File: config.mk
export PLATFORM = sky130hd
export DESIGN_NAME = rcf_top
export DESIGN_NICKNAME = d
export VERILOG_FILES = /design/src/rcf_pkg.sv /design/src/rcf_hist_if.sv /design/src/rcf_hist_mem.sv /design/src/rcf_top.sv
export VERILOG_INCLUDE_DIRS = /design/src
export SDC_FILE = /design/constraint.sdc
export NUM_CORES = 2
export LEC_CHECK = 0
export BUFFER_PORTS_ARGS = -buffer_cell sky130_fd_sc_hd__buf_2
export CORE_ASPECT_RATIO = 1.1
export CORE_MARGIN = 5
export CORE_UTILIZATION = 40
export DETAILED_ROUTE_END_ITERATION = 12
export HOLD_SLACK_MARGIN = 0.15
export PLACE_DENSITY = 0.57
export SETUP_SLACK_MARGIN = 0.2
export SYNTH_ARGS = -nofsm -noshare
export SYNTH_HDL_FRONTEND = slang
export SYNTH_SLANG_ARGS = --single-unit
export TNS_END_PERCENT = 50
File: constraint.sdc
create_clock -name clk_sys_i -period 23.8 [get_ports clk_sys_i]
set_clock_uncertainty 0.2 [all_clocks]
set_input_delay 1.19 -clock clk_sys_i [delete_from_list [all_inputs] [get_ports clk_sys_i]]
set_output_delay 1.19 -clock clk_sys_i [all_outputs]
set_load 0.02 [all_outputs]
File: src/rcf_consts.svh
// named constants of the rate-of-change-of-frequency decision block
// assumes a 100 MHz system clock and frequencies given in mHz
`ifndef RCF_CONSTS_SVH
`define RCF_CONSTS_SVH

`define RCF_CLK_PERIOD_NS 10
`define RCF_MS_NS         1000000
`define RCF_FILT_MS       100
`define RCF_THR_W         11
`define RCF_THR_MIN       (-500)
`define RCF_THR_MAX       500
`define RCF_THR_DEF       50
`define RCF_DLY_W         14
`define RCF_DLY_MIN       200
`define RCF_DLY_MAX       10000
`define RCF_DLY_DEF       200
`define RCF_ACCEPT_N      4
`define RCF_HIST_LAG      5
`define RCF_RATE_SCALE    50000
`define RCF_RATIO_KNEE    50
`define RCF_RATIO_HI      920
`define RCF_RATIO_LO      999
`define RCF_RATIO_DEN     1000
`define RCF_VMIN_DIV      10

`endif

File: src/rcf_pkg.sv
// types shared by the rate-of-change-of-frequency decision block
// assumes rcf_consts.svh holds the widths and counts
package rcf_pkg;
  typedef logic [16:0]        rcf_freq_t;
  typedef logic [2:0]         rcf_addr_t;
  typedef logic signed [47:0] rcf_wide_t;
  typedef logic [1:0]         rcf_cnt_t;
  typedef enum logic [1:0] {RCF_OFF, RCF_ONSET, RCF_PICKED} rcf_state_e;
endpackage

File: src/rcf_hist_if.sv
// carrier between the decision logic and its frequency history memory
// assumes one clock for both ends
`timescale 1ns/1ps
interface rcf_hist_if;
  import rcf_pkg::*;
  logic      wr_en;
  rcf_addr_t wr_addr;
  rcf_freq_t wr_data;
  rcf_addr_t rd_addr;
  rcf_freq_t rd_data;
  modport owner (output wr_en, wr_addr, wr_data, rd_addr, input rd_data);
  modport mem   (input wr_en, wr_addr, wr_data, rd_addr, output rd_data);
endinterface

File: src/rcf_hist_mem.sv
// eight-word history of accepted frequencies, registered read data
// assumes reads and writes come from the same clock domain
`timescale 1ns/1ps
module rcf_hist_mem
  import rcf_pkg::*;
(
  input wire logic clk_sys_i,
  input wire logic rst_n_i,
  rcf_hist_if.mem  hist
);
  rcf_freq_t mem_q [8];
  rcf_freq_t rd_q;

  always_ff @(posedge clk_sys_i)
  begin
    if (hist.wr_en)
      mem_q[hist.wr_addr] <= hist.wr_data;
  end

  // a read of the slot being written returns the old word
  always_ff @(posedge clk_sys_i or negedge rst_n_i)
  begin
    if (!rst_n_i)
      rd_q <= '0;
    else
      rd_q <= mem_q[hist.rd_addr];
  end

  assign hist.rd_data = rd_q;
endmodule

File: src/rcf_top.sv
// decision logic of a rate-of-change-of-frequency protection element
// assumes per-period frequency measurements and settings come from
// logic on clk_sys_i, so no input is synchronised
`timescale 1ns/1ps
`include "rcf_consts.svh"
// Notes on behaviour
// - signed threshold -5.00..5.00 Hz/s in 0.01 steps, default 0.50
// - trip delay 200..10000 ms, 1 ms steps, default 200, incl. algorithm time
// - pickup-only option keeps trip off; default allows trip
// - blocking input forces pickup and trip off
// - pickup when rate beyond threshold, enabled and unblocked
// - trip once the condition lasted the delay, unless pickup-only or blocked
// - an event with the new value on every pickup or trip change
// - delay timed from onset of the faulty rate, not from pickup
// - drop below 0.92 of threshold above 0.5 Hz/s, else 0.999
// - nothing issued while voltage is at or below 10% of rated
// - rate is frequency now minus five periods back, filtered 100 ms
// - frequency accepted after four valid, zeroed after four invalid
module rcf_top
  import rcf_pkg::*;
#(
  parameter int unsigned MS_CYCLES = `RCF_MS_NS / `RCF_CLK_PERIOD_NS
)
(
  input  wire logic                        clk_sys_i,
  input  wire logic                        rst_n_i,
  input  wire logic                        cfg_load_i,
  input  wire logic                        operation_en_i,
  input  wire logic                        pickup_only_i,
  input  wire logic signed [`RCF_THR_W-1:0] rate_threshold_setting_i,
  input  wire logic [`RCF_DLY_W-1:0]       trip_delay_ms_i,
  input  wire logic                        protection_block_in_i,
  input  wire logic                        meas_strobe_i,
  input  wire logic                        meas_ok_i,
  input  wire logic [16:0]                 freq_mhz_i,
  input  wire logic [15:0]                 volt_mag_i,
  input  wire logic [15:0]                 volt_rated_i,
  output logic                             general_pickup_out_o,
  output logic                             general_trip_out_o,
  output logic                             pickup_event_o,
  output logic                             trip_event_o,
  output logic [16:0]                      freq_accepted_o
);
  function automatic rcf_wide_t mag(input rcf_wide_t v);
    mag = v[47] ? -v : v;
  endfunction

  rcf_hist_if hist ();
  rcf_hist_mem u_mem (.clk_sys_i(clk_sys_i), .rst_n_i(rst_n_i), .hist(hist));

  // settings, held with their defaults until software loads them
  logic                         op_en_q, pu_only_q;
  logic signed [`RCF_THR_W-1:0] thr_q;
  logic [`RCF_DLY_W-1:0]        dly_q;
  wire logic signed [`RCF_THR_W-1:0] thr_lo = `RCF_THR_W'(`RCF_THR_MIN);
  wire logic signed [`RCF_THR_W-1:0] thr_hi = `RCF_THR_W'(`RCF_THR_MAX);
  wire logic [`RCF_DLY_W-1:0] dly_lo = `RCF_DLY_W'(`RCF_DLY_MIN);
  wire logic [`RCF_DLY_W-1:0] dly_hi = `RCF_DLY_W'(`RCF_DLY_MAX);
  wire logic signed [`RCF_THR_W-1:0] thr_clip =
    (rate_threshold_setting_i < thr_lo) ? thr_lo :
    (rate_threshold_setting_i > thr_hi) ? thr_hi :
    rate_threshold_setting_i;
  wire logic [`RCF_DLY_W-1:0] dly_clip =
    (trip_delay_ms_i < dly_lo) ? dly_lo :
    (trip_delay_ms_i > dly_hi) ? dly_hi : trip_delay_ms_i;

  always_ff @(posedge clk_sys_i or negedge rst_n_i)
  begin
    if (!rst_n_i)
    begin
      op_en_q   <= 1'b0;
      pu_only_q <= 1'b0;
      thr_q     <= `RCF_THR_W'(`RCF_THR_DEF);
      dly_q     <= `RCF_DLY_W'(`RCF_DLY_DEF);
    end
    else if (cfg_load_i)
    begin
      op_en_q   <= operation_en_i;
      pu_only_q <= pickup_only_i;
      thr_q     <= thr_clip;
      dly_q     <= dly_clip;
    end
  end

  // millisecond enable pulse
  logic [16:0] tick_cnt_q;
  wire logic ms_tick = (tick_cnt_q == 17'(MS_CYCLES - 1));
  always_ff @(posedge clk_sys_i or negedge rst_n_i)
  begin
    if (!rst_n_i)
      tick_cnt_q <= '0;
    else
      tick_cnt_q <= ms_tick ? '0 : tick_cnt_q + 17'd1;
  end

  // frequency acceptance and history
  rcf_cnt_t  val_cnt_q, inv_cnt_q;
  rcf_freq_t freq_q;
  rcf_addr_t wptr_q;
  logic [2:0] fill_q;
  logic       upd_q, upd_ok_q;
  wire logic  good = meas_strobe_i & meas_ok_i;
  wire logic  bad  = meas_strobe_i & ~meas_ok_i;
  wire logic  accept = good & (val_cnt_q == 2'(`RCF_ACCEPT_N - 1));
  wire logic  lose   = bad & (inv_cnt_q == 2'(`RCF_ACCEPT_N - 1));
  wire logic  hist_full = (fill_q == 3'(`RCF_HIST_LAG));

  always_ff @(posedge clk_sys_i or negedge rst_n_i)
  begin
    if (!rst_n_i)
    begin
      val_cnt_q <= '0;
      inv_cnt_q <= '0;
      freq_q    <= '0;
      wptr_q    <= '0;
      fill_q    <= '0;
      upd_q     <= 1'b0;
      upd_ok_q  <= 1'b0;
    end
    else
    begin
      upd_q <= accept;
      if (good)
      begin
        inv_cnt_q <= '0;
        if (!accept)
          val_cnt_q <= val_cnt_q + 2'd1;
      end
      if (bad)
      begin
        val_cnt_q <= '0;
        if (!lose)
          inv_cnt_q <= inv_cnt_q + 2'd1;
      end
      if (accept)
      begin
        freq_q   <= freq_mhz_i;
        wptr_q   <= wptr_q + 3'd1;
        upd_ok_q <= hist_full;
        if (!hist_full)
          fill_q <= fill_q + 3'd1;
      end
      if (lose)
      begin
        freq_q   <= '0;
        fill_q   <= '0;
        upd_ok_q <= 1'b0;
      end
    end
  end

  assign hist.wr_en   = accept;
  assign hist.wr_addr = wptr_q;
  assign hist.wr_data = freq_mhz_i;
  assign hist.rd_addr = 3'(wptr_q - 3'(`RCF_HIST_LAG));

  // rate scaled so that one threshold step equals RATE_SCALE units
  rcf_wide_t rate_q;
  logic      rate_ok_q;
  wire rcf_wide_t diff = 48'(signed'({1'b0, freq_q}))
                       - 48'(signed'({1'b0, hist.rd_data}));
  wire rcf_wide_t prod = 48'(diff * 48'(signed'({1'b0, freq_q})));
  always_ff @(posedge clk_sys_i or negedge rst_n_i)
  begin
    if (!rst_n_i)
    begin
      rate_q    <= '0;
      rate_ok_q <= 1'b0;
    end
    else if (upd_q)
    begin
      rate_q    <= prod;
      rate_ok_q <= upd_ok_q;
    end
    else if (lose)
      rate_ok_q <= 1'b0;
  end

  // comparator with direction and hysteresis
  wire rcf_wide_t thr_s =
    48'(48'(signed'(thr_q)) * 48'(`RCF_RATE_SCALE));
  wire rcf_wide_t thr_mag = mag(thr_s);
  wire rcf_wide_t dir_rate = thr_q[`RCF_THR_W-1] ? -rate_q : rate_q;
  wire logic knee = mag(48'(signed'(thr_q))) > 48'(`RCF_RATIO_KNEE);
  wire rcf_wide_t ratio = knee ? 48'(`RCF_RATIO_HI) : 48'(`RCF_RATIO_LO);
  wire logic pick_cmp = rate_ok_q & (dir_rate > thr_mag);
  wire logic drop_cmp = ~rate_ok_q
    | (48'(dir_rate * 48'(`RCF_RATIO_DEN)) < 48'(ratio * thr_mag));
  wire logic volt_ok =
    (20'(volt_mag_i) * 20'(`RCF_VMIN_DIV)) > 20'(volt_rated_i);
  wire logic active = op_en_q & ~protection_block_in_i & volt_ok;

  // raw fault, its 100 ms filter, and the delay timer from onset
  rcf_state_e st_q, st_d;
  logic       raw_q, filt_q;
  logic [6:0] filt_cnt_q;
  logic [`RCF_DLY_W-1:0] ms_cnt_q;
  wire logic raw_d = active & (raw_q ? ~drop_cmp : pick_cmp);
  wire logic filt_end = ms_tick & (filt_cnt_q == 7'(`RCF_FILT_MS - 1));
  wire logic timer_full = (ms_cnt_q == '1);

  always_comb
  begin
    st_d = st_q;
    unique case (st_q)
      RCF_OFF:    if (raw_q) st_d = RCF_ONSET;
      RCF_ONSET:  if (!raw_q) st_d = RCF_OFF;
                  else if (filt_end) st_d = RCF_PICKED;
      RCF_PICKED: if (raw_q) st_d = RCF_PICKED;
                  else if (filt_end) st_d = RCF_OFF;
    endcase
    if (!active)
      st_d = RCF_OFF;
  end

  always_ff @(posedge clk_sys_i or negedge rst_n_i)
  begin
    if (!rst_n_i)
    begin
      st_q       <= RCF_OFF;
      raw_q      <= 1'b0;
      filt_cnt_q <= '0;
      ms_cnt_q   <= '0;
    end
    else
    begin
      st_q  <= st_d;
      raw_q <= raw_d;
      if (!active || (raw_q == filt_q) || filt_end)
        filt_cnt_q <= '0;
      else if (ms_tick)
        filt_cnt_q <= filt_cnt_q + 7'd1;
      if (!active || (st_q == RCF_OFF && !raw_q))
        ms_cnt_q <= '0;
      else if (ms_tick && !timer_full)
        ms_cnt_q <= ms_cnt_q + `RCF_DLY_W'(1);
    end
  end
  assign filt_q = (st_q == RCF_PICKED);

  // outputs and change events
  wire logic pu_d = active & filt_q;
  wire logic tr_d = pu_d & ~pu_only_q & (ms_cnt_q >= dly_q);
  always_ff @(posedge clk_sys_i or negedge rst_n_i)
  begin
    if (!rst_n_i)
    begin
      general_pickup_out_o <= 1'b0;
      general_trip_out_o   <= 1'b0;
      pickup_event_o       <= 1'b0;
      trip_event_o         <= 1'b0;
    end
    else
    begin
      general_pickup_out_o <= pu_d;
      general_trip_out_o   <= tr_d;
      pickup_event_o <= pu_d ^ general_pickup_out_o;
      trip_event_o   <= tr_d ^ general_trip_out_o;
    end
  end
  assign freq_accepted_o = freq_q;

  property p_block_clears;
    @(posedge clk_sys_i) disable iff (!rst_n_i)
    protection_block_in_i |=> !general_pickup_out_o && !general_trip_out_o;
  endproperty
  a_block_clears: assert property (p_block_clears)
    else $error("blocked but pickup or trip asserted");

  property p_pickup_only;
    @(posedge clk_sys_i) disable iff (!rst_n_i)
    pu_only_q |=> !general_trip_out_o;
  endproperty
  a_pickup_only: assert property (p_pickup_only)
    else $error("trip asserted in pickup-only mode");

  property p_off_clears;
    @(posedge clk_sys_i) disable iff (!rst_n_i)
    !op_en_q |=> !general_pickup_out_o && !general_trip_out_o
                 && ms_cnt_q == '0;
  endproperty
  a_off_clears: assert property (p_off_clears)
    else $error("disabled but outputs or timer not cleared");

  property p_trip_with_pickup;
    @(posedge clk_sys_i) disable iff (!rst_n_i)
    general_trip_out_o |-> general_pickup_out_o;
  endproperty
  a_trip_with_pickup: assert property (p_trip_with_pickup)
    else $error("trip without pickup");

  property p_trip_time;
    @(posedge clk_sys_i) disable iff (!rst_n_i)
    $rose(general_trip_out_o) |-> $past(ms_cnt_q) >= $past(dly_q);
  endproperty
  a_trip_time: assert property (p_trip_time)
    else $error("trip before the delay from onset");

  property p_event_on_change;
    @(posedge clk_sys_i) disable iff (!rst_n_i)
    ($changed(general_pickup_out_o) |-> pickup_event_o)
    and ($changed(general_trip_out_o) |-> trip_event_o);
  endproperty
  a_event_on_change: assert property (p_event_on_change)
    else $error("output change without event");

  property p_low_voltage;
    @(posedge clk_sys_i) disable iff (!rst_n_i)
    !volt_ok |=> !general_pickup_out_o;
  endproperty
  a_low_voltage: assert property (p_low_voltage)
    else $error("pickup at low voltage");

  property p_filter;
    @(posedge clk_sys_i) disable iff (!rst_n_i)
    $rose(filt_q) |-> $past(raw_q)
      && $past(filt_cnt_q) == 7'(`RCF_FILT_MS - 1);
  endproperty
  a_filter: assert property (p_filter)
    else $error("pickup filter shorter than its delay");

  property p_accept;
    @(posedge clk_sys_i) disable iff (!rst_n_i)
    accept |=> freq_q == $past(freq_mhz_i) ##1 upd_q == 1'b0;
  endproperty
  a_accept: assert property (p_accept)
    else $error("accepted frequency not taken");
endmodule

After elaboration in Yosys (flattened, before gate mapping)
Memory sizes are Yosys's and may differ from the RTL's. A register that Yosys moved wholly into a read port is not among the register bits.
Cells that the tools add are included.
{"block": "word_totals", "mem_bits_rw": 136, "wordCells": 139, "inputBits": 82, "output_inout_bits": 21, "reg_bits": 150, "mem_count": 1}
{"block": "op_classes", "bitwise_logic": 20, "n_reduce_logical": 18, "n_eq_ne": 14, "muxes": 38, "n_mul": 5, "add_sub_neg": 12, "n_lt_le_gt_ge": 9}
{"name": "u_mem.mem_q", "depth": 8, "word_bits": 17, "rd": 1, "rd_clocked_by_memory_dff": 1, "write_ports": 1, "line_no": "rcf_hist_mem.sv:11", "text": "rcf_freq_t mem_q [8];"}
{"cell": "2-to-1 mux 48 bit", "count": 3}
{"cell": "2-to-1 mux 14 bit", "count": 4}
{"cell": "2-to-1 mux 17 bit", "count": 3}
{"cell": "> comparator 48 bit", "count": 1}
{"cell": "> comparator 48 x 7 -> 1 bit, second input constant", "count": 1}
{"cell": "< comparator 48 bit", "count": 1}
{"cell": "multiplier 11 x 48 -> 48 bit", "count": 1}
{"cell": "multiplier 48 x 8 -> 45 bit, second input constant", "count": 1}
{"cell": "negator 11 -> 48 bit", "count": 1}
{"cell": "negator 28 -> 48 bit", "count": 1}
{"cell": "negator 48 bit", "count": 1}
{"cell": "multiplier 18 x 18 -> 36 bit", "count": 1}
{"cell": "multiplier 11 x 13 -> 24 bit, second input constant", "count": 1}
{"cell": "2-to-1 mux 2 bit", "count": 12}
{"cell": "2-to-1 mux 11 bit", "count": 2}
{"cell": "2-to-1 mux 7 bit", "count": 3}
{"cell": "> comparator 20 x 16 -> 1 bit", "count": 1}
{"cell": "multiplier 16 x 3 -> 19 bit, second input constant", "count": 1}
{"cell": "subtractor 17 x 17 -> 18 bit", "count": 1}
{"cell": "adder 17 x 1 -> 17 bit, second input constant", "count": 1}
{"cell": "equality test 17 bit, second input constant", "count": 1}
{"cell": "adder 14 x 1 -> 14 bit, second input constant", "count": 1}
{"cell": "equality test 14 bit, second input constant", "count": 1}
{"cell": ">= comparator 14 bit", "count": 1}
{"cell": "other kinds (31)", "count": 71}

Logic depth before layout (Yosys ltp)
{"block": "depth", "word_depth": 10, "depth_mapped": 57, "mapped_depth_nobuf": 55}

Modules after synthesis
From an unflattened synthesis, not the netlist that was laid out.
{"block": "hier_totals", "hier_cells": 4838, "area_unflattened_um2": 48434.0}
{"module": "rcf_top", "cells_per_inst": 4611, "area_each_um2": 42749.8, "instances": 1, "seq_area_each_um2": 3460.8}
{"module": "rcf_hist_mem", "cells_per_inst": 227, "area_each_um2": 5684.2, "instances": 1, "seq_area_each_um2": 4509.3}

Worst setup path after synthesis
No wires, ideal clock.
{"block": "synth_path", "path_kind": "register to register", "from": "register thr_q[10]", "to": "register raw_q", "stages_incl_launch_ff": 53, "setup_ps": 77, "required_ps": 23523, "path_buffers": 2, "arrival_ps": 12429, "synth_period_minus_slack_ps": 12707, "slack_ps": 11093, "cell_sequence": "dfrtp_1 -> inv_1 -> clkbuf_1 -> ha_1 -> ha_1 -> fa_1 -> inv_1 -> fa_1 -> fa_1 -> inv_1 -> ha_1 -> a21oi_1 -> nand2_1 -> o31ai_4 -> o221ai_2 -> a41o_1 -> a21o_1 -> a21oi_4 -> [... 17 more ...] -> a211o_1 -> a221o_1 -> a21oi_1 -> a21oi_1 -> a21o_1 -> a21oi_1 -> xor2_1 -> ha_1 -> nor2b_1 -> o21ai_0 -> nand2b_1 -> a21oi_1 -> o21ai_0 -> a221o_1 -> a31o_2 -> a31oi_1 -> mux2_2 -> a21oi_1"}
{"block": "synth_via", "elab_chain_len": 10, "elab_cells_between_ends": 17, "classes_between": "add/sub: 2; mul: 3; order compare: 3; mux: 5; bitwise: 4"}
{"element": "start, declared", "line_no": "rcf_top.sv:53", "text": "logic signed [`RCF_THR_W-1:0] thr_q;"}
{"element": "start signal, assigned", "line_no": "rcf_top.sv:73", "text": "thr_q <= `RCF_THR_W'(`RCF_THR_DEF);"}
{"element": "start signal, assigned", "line_no": "rcf_top.sv:80", "text": "thr_q <= thr_clip;"}
{"element": "branches (longest 8 deep; another with negator 28 -> 48 bit)"}
{"element": "2-to-1 mux 1 bit (*)", "line_no": "rcf_top.sv:198", "text": "wire logic raw_d = active & (raw_q ? ~drop_cmp : pick_cmp);"}
{"element": "AND 1 bit (*)", "line_no": "rcf_top.sv:198"}
{"element": "named net raw_d", "line_no": "rcf_top.sv:198"}
{"element": "end signal, assigned", "line_no": "rcf_top.sv:228", "text": "raw_q <= raw_d;"}
{"element": "end, declared", "line_no": "rcf_top.sv:195", "text": "logic raw_q, filt_q;"}
Mark *: on every way through the listed nets, which the timed path passes.
A chain may end at the register's enable or synchronous reset.

Final worst setup path
Ends and elaborated chain as after synthesis.

==> results_dict.tcl <==
set metrics [dict create \
    path_buf_inv 9 \
    dr_wl_met3_um 2950 \
    synth-edff-count 136 \
    slew_headroom 0.289 \
    ys_seq_area_frac 0.169 \
    hold_path.startpoint "general_pickup_out_o" \
    grt_use_total 0.172 \
    nets 6387 \
    path_clk_slew_ns 0.07 \
    wirelength_um 104000 \
    critPathLaunch "thr_q[10]" \
    cp-end-kind "register" \
    rsz0062_at_grt "no" \
    postCtsSetupBuffers 0 \
    clockBufferDepth 3 \
    async_reset_ff_frac 0.533 \
    ff_latch_area_mm2 0.00797 \
    grt_pass1_vias 34282 \
    clock_latency_ns 0.57 \
    cp.required_ns 24.10 \
    start_kind "register" \
    remaining_drc_errors 0 \
    htreeDepth 2 \
    vias 32186 \
    r2r-start "thr_q[10]" \
    dieArea_mm2 0.125 \
    nFillCells 11548 \
    synth_cell_type_count 91 \
    drive_gt1_frac 0.0690 \
    hp-class "register to register" \
    final-setup-viol-count 0 \
    worst_slew_pin_slew_ns 1.07 \
    root_buffer "clkbuf_16" \
    dr_wl_met2_um 52500 \
    gp_congestion 0.880 \
    cts_buffers 35 \
    portBuffers 102 \
    hold_violations 0 \
    diodes 0 \
    multiInputGateArea_mm2 0.0360 \
    first_pass_iters 6 \
    grt_antenna_before_repair 0 \
    worstSetupPathType "register to register" \
    synthToLayoutAreaGrowth_pct 9.13 \
    core_area_mm2 0.118 \
    start_util 0.402 \
    top_layer_used "met4" \
    grt_pass1_wl_um 176000 \
    tritoncts "yes" \
    cts_resized 0 \
    yosys_warnings 0 \
    crit_path_frequent_cell "fa_1" \
    via_per_inst 4.94 \
    critPathMaxFanout 46 \
    drt_iter0_drc 1531 \
    syn_inst 4687 \
    die_h_um 371 \
    syn_area_per_cell_um2 10.1 \
    place_hpwl_um 85500 \
    io_pins 103 \
    holdBufCountCts 0 \
    ant_nets 0 \
    cp.arrival_ns 14.52 \
    cpMaxStageDelayCell "fa_1" \
    ys_seq_elements 291 \
    yosys_most_used_dff "dfrtp_1" \
    grt_max_degree 67 \
    fin_crit_ns 14.22 \
    cts.sinks 291 \
    die_w_um 338 \
    overflow 0 \
    post_drt_wl_per_cell_um 16.0 \
    wirelength_met1_um 46700 \
    maxCapViolCount 0 \
    critPathMaxStageDelay_ns 0.54 \
    fmax_mhz 70.3 \
    setup_tns_ns 0 \
    slew_viol_final 0 \
    rows 132 \
    status "complete, no violations" \
    cp_top_family "adder cells" \
    netlist_area_mm2 0.0473 \
    finalCritPeriodShare 0.597 \
]
-- cell usage after synthesis, types with 6 or more instances --
master     instances  area, um^2
a31oi_1           11        68.8
o211ai_1           6        45.0
nand2_1          366        1370
o2111ai_1          6        52.6
a21o_1            84         631
o21ai_0          125         626
o31ai_1           16         120
o21ai_1           15        75.1
nand3b_1           6        45.0
nand3_1           50         250
dfrtp_1          149        3730
mux2_2            49         552
fa_1             781       15600
mux4_2            34         766
or3_1             21         131
a21boi_0           9        67.6
o21bai_1          24         180
or2_2              9        56.3
o41ai_1            7        61.3
nor2b_1           49         307
a211oi_1          11        82.6
xor2_1            93         815
nor2_1           197         739
nor3_1            45         225
clkbuf_1          88         330
nand2b_1          37         231
buf_1              6        22.5
inv_1            979        3670
nand4_1           41         257
o22ai_1            9        56.3
dfstp_2            6         158
xnor2_1          160        1400
a221o_1            6        60.1
nor4_1             8        50.1
or4_1             10        75.1
a211o_1            6        52.6
and4_1             6        52.6
and3_1            19         119
and2_1           123         769
ha_1             577        7220
o21a_1            26         195
a21oi_1          195         976
edfxtp_1         136        4080
-- path summary, 6_finish.rpt --
path,to,slack (ns),depth (start not counted)
worst max-delay path,raw_q,9.58,52
min in group asynchronous,u_mem.hist.rd_data[12],0.35,1
max in group asynchronous,thr_q[10],21.01,3
worst max register to register,raw_q,9.58,52
worst min register to register,pickup_event_o,0.27,1
worst min-delay path,pickup_event_o,0.27,1
-- final cells by class --
type	count	area share
multi-input cells	3481	0.697
flip-flops and latches	291	0.154
well taps	1541	0.0374
clock inverters	20	0.00410
inverters	982	0.0714
clock buffers	44	0.0180
repair buffers	156	0.0179
-- sequential cells by signal (all words and copies together) (netlist names), 2 cells and up --
signal,count
hist.wr_addr,3
thr_q,11
ms_cnt_q,14
fill_q,3
val_cnt_q,2
u_mem.mem_q,136
st_q,2
rate_q,36
freq_accepted_o,17
inv_cnt_q,2
tick_cnt_q,17
filt_cnt_q,7
u_mem.hist.rd_data,17
dly_q,14
-- worst reg2reg max path: cells and delay by family (launching register included) --
family | cells | cell delay, ns
AOI/OAI and AO/OA | 21 | 4.50
xor gates and xnor gates | 3 | 0.70
adders and majority gates | 13 | 5.71
buffers and inverters | 9 | 1.63
DFF | 1 | 0.34
muxes | 1 | 0.35
and+or+nand+nor | 5 | 0.73
-- routing by layer --
metal,up-vias,track usage
met2,408,0.306
met4,0,0.0313
met3,84,0.0145
met1,16304,0.234
met5,-,0
li1,15390,-
-- cell families after synthesis --
group | after synthesis | share of synthesized area
adders and majority gates | 1360 | 0.484
AOI/OAI and AO/OA | 612 | 0.0832
muxes | 87 | 0.0287
buffers and inverters | 1079 | 0.0858
xor gates and xnor gates | 255 | 0.0480
other | 2 | 0.000159
DFF | 291 | 0.169
and+or+nand+nor | 1001 | 0.102
-- cells in the final DEF (no fill, tap or decap), drive strengths merged, types with 11 or more instances in the layout --
master	n
or3	22
nor2	197
mux4	34
ha	577
inv	985
nor2b	49
o21ai	140
a21o	84
nand3	50
nand4	41
nand2	366
and3	19
fa	781
edfxtp	136
clkbuf	44
xnor2	160
mux2	49
buf	156
nand2b	37
dfrtp	149
a21oi	196
o21bai	24
a31oi	11
nor3	46
and2	124
conb	166
a21boi	13
o21a	26
a211oi	11
o31ai	17
xor2	95
-- stage by stage --
stage	util	std cells	setup WS [ns]	area [um^2]	hold WS (ns)
after floorplan	-	4851	11.09	47900	0.228
after global placement	0.429	6451	9.85	50500	0.252
after detailed placement	0.429	6451	9.60	50500	0.256
after CTS	0.439	6515	9.57	51600	0.279
after global routing	0.439	6515	8.88	51600	0.296
final	0.439	6515	9.58	51600	0.271
Power is not shown: default switching activity piles up to over one toggle a cycle in this logic, so the estimate is an artifact.
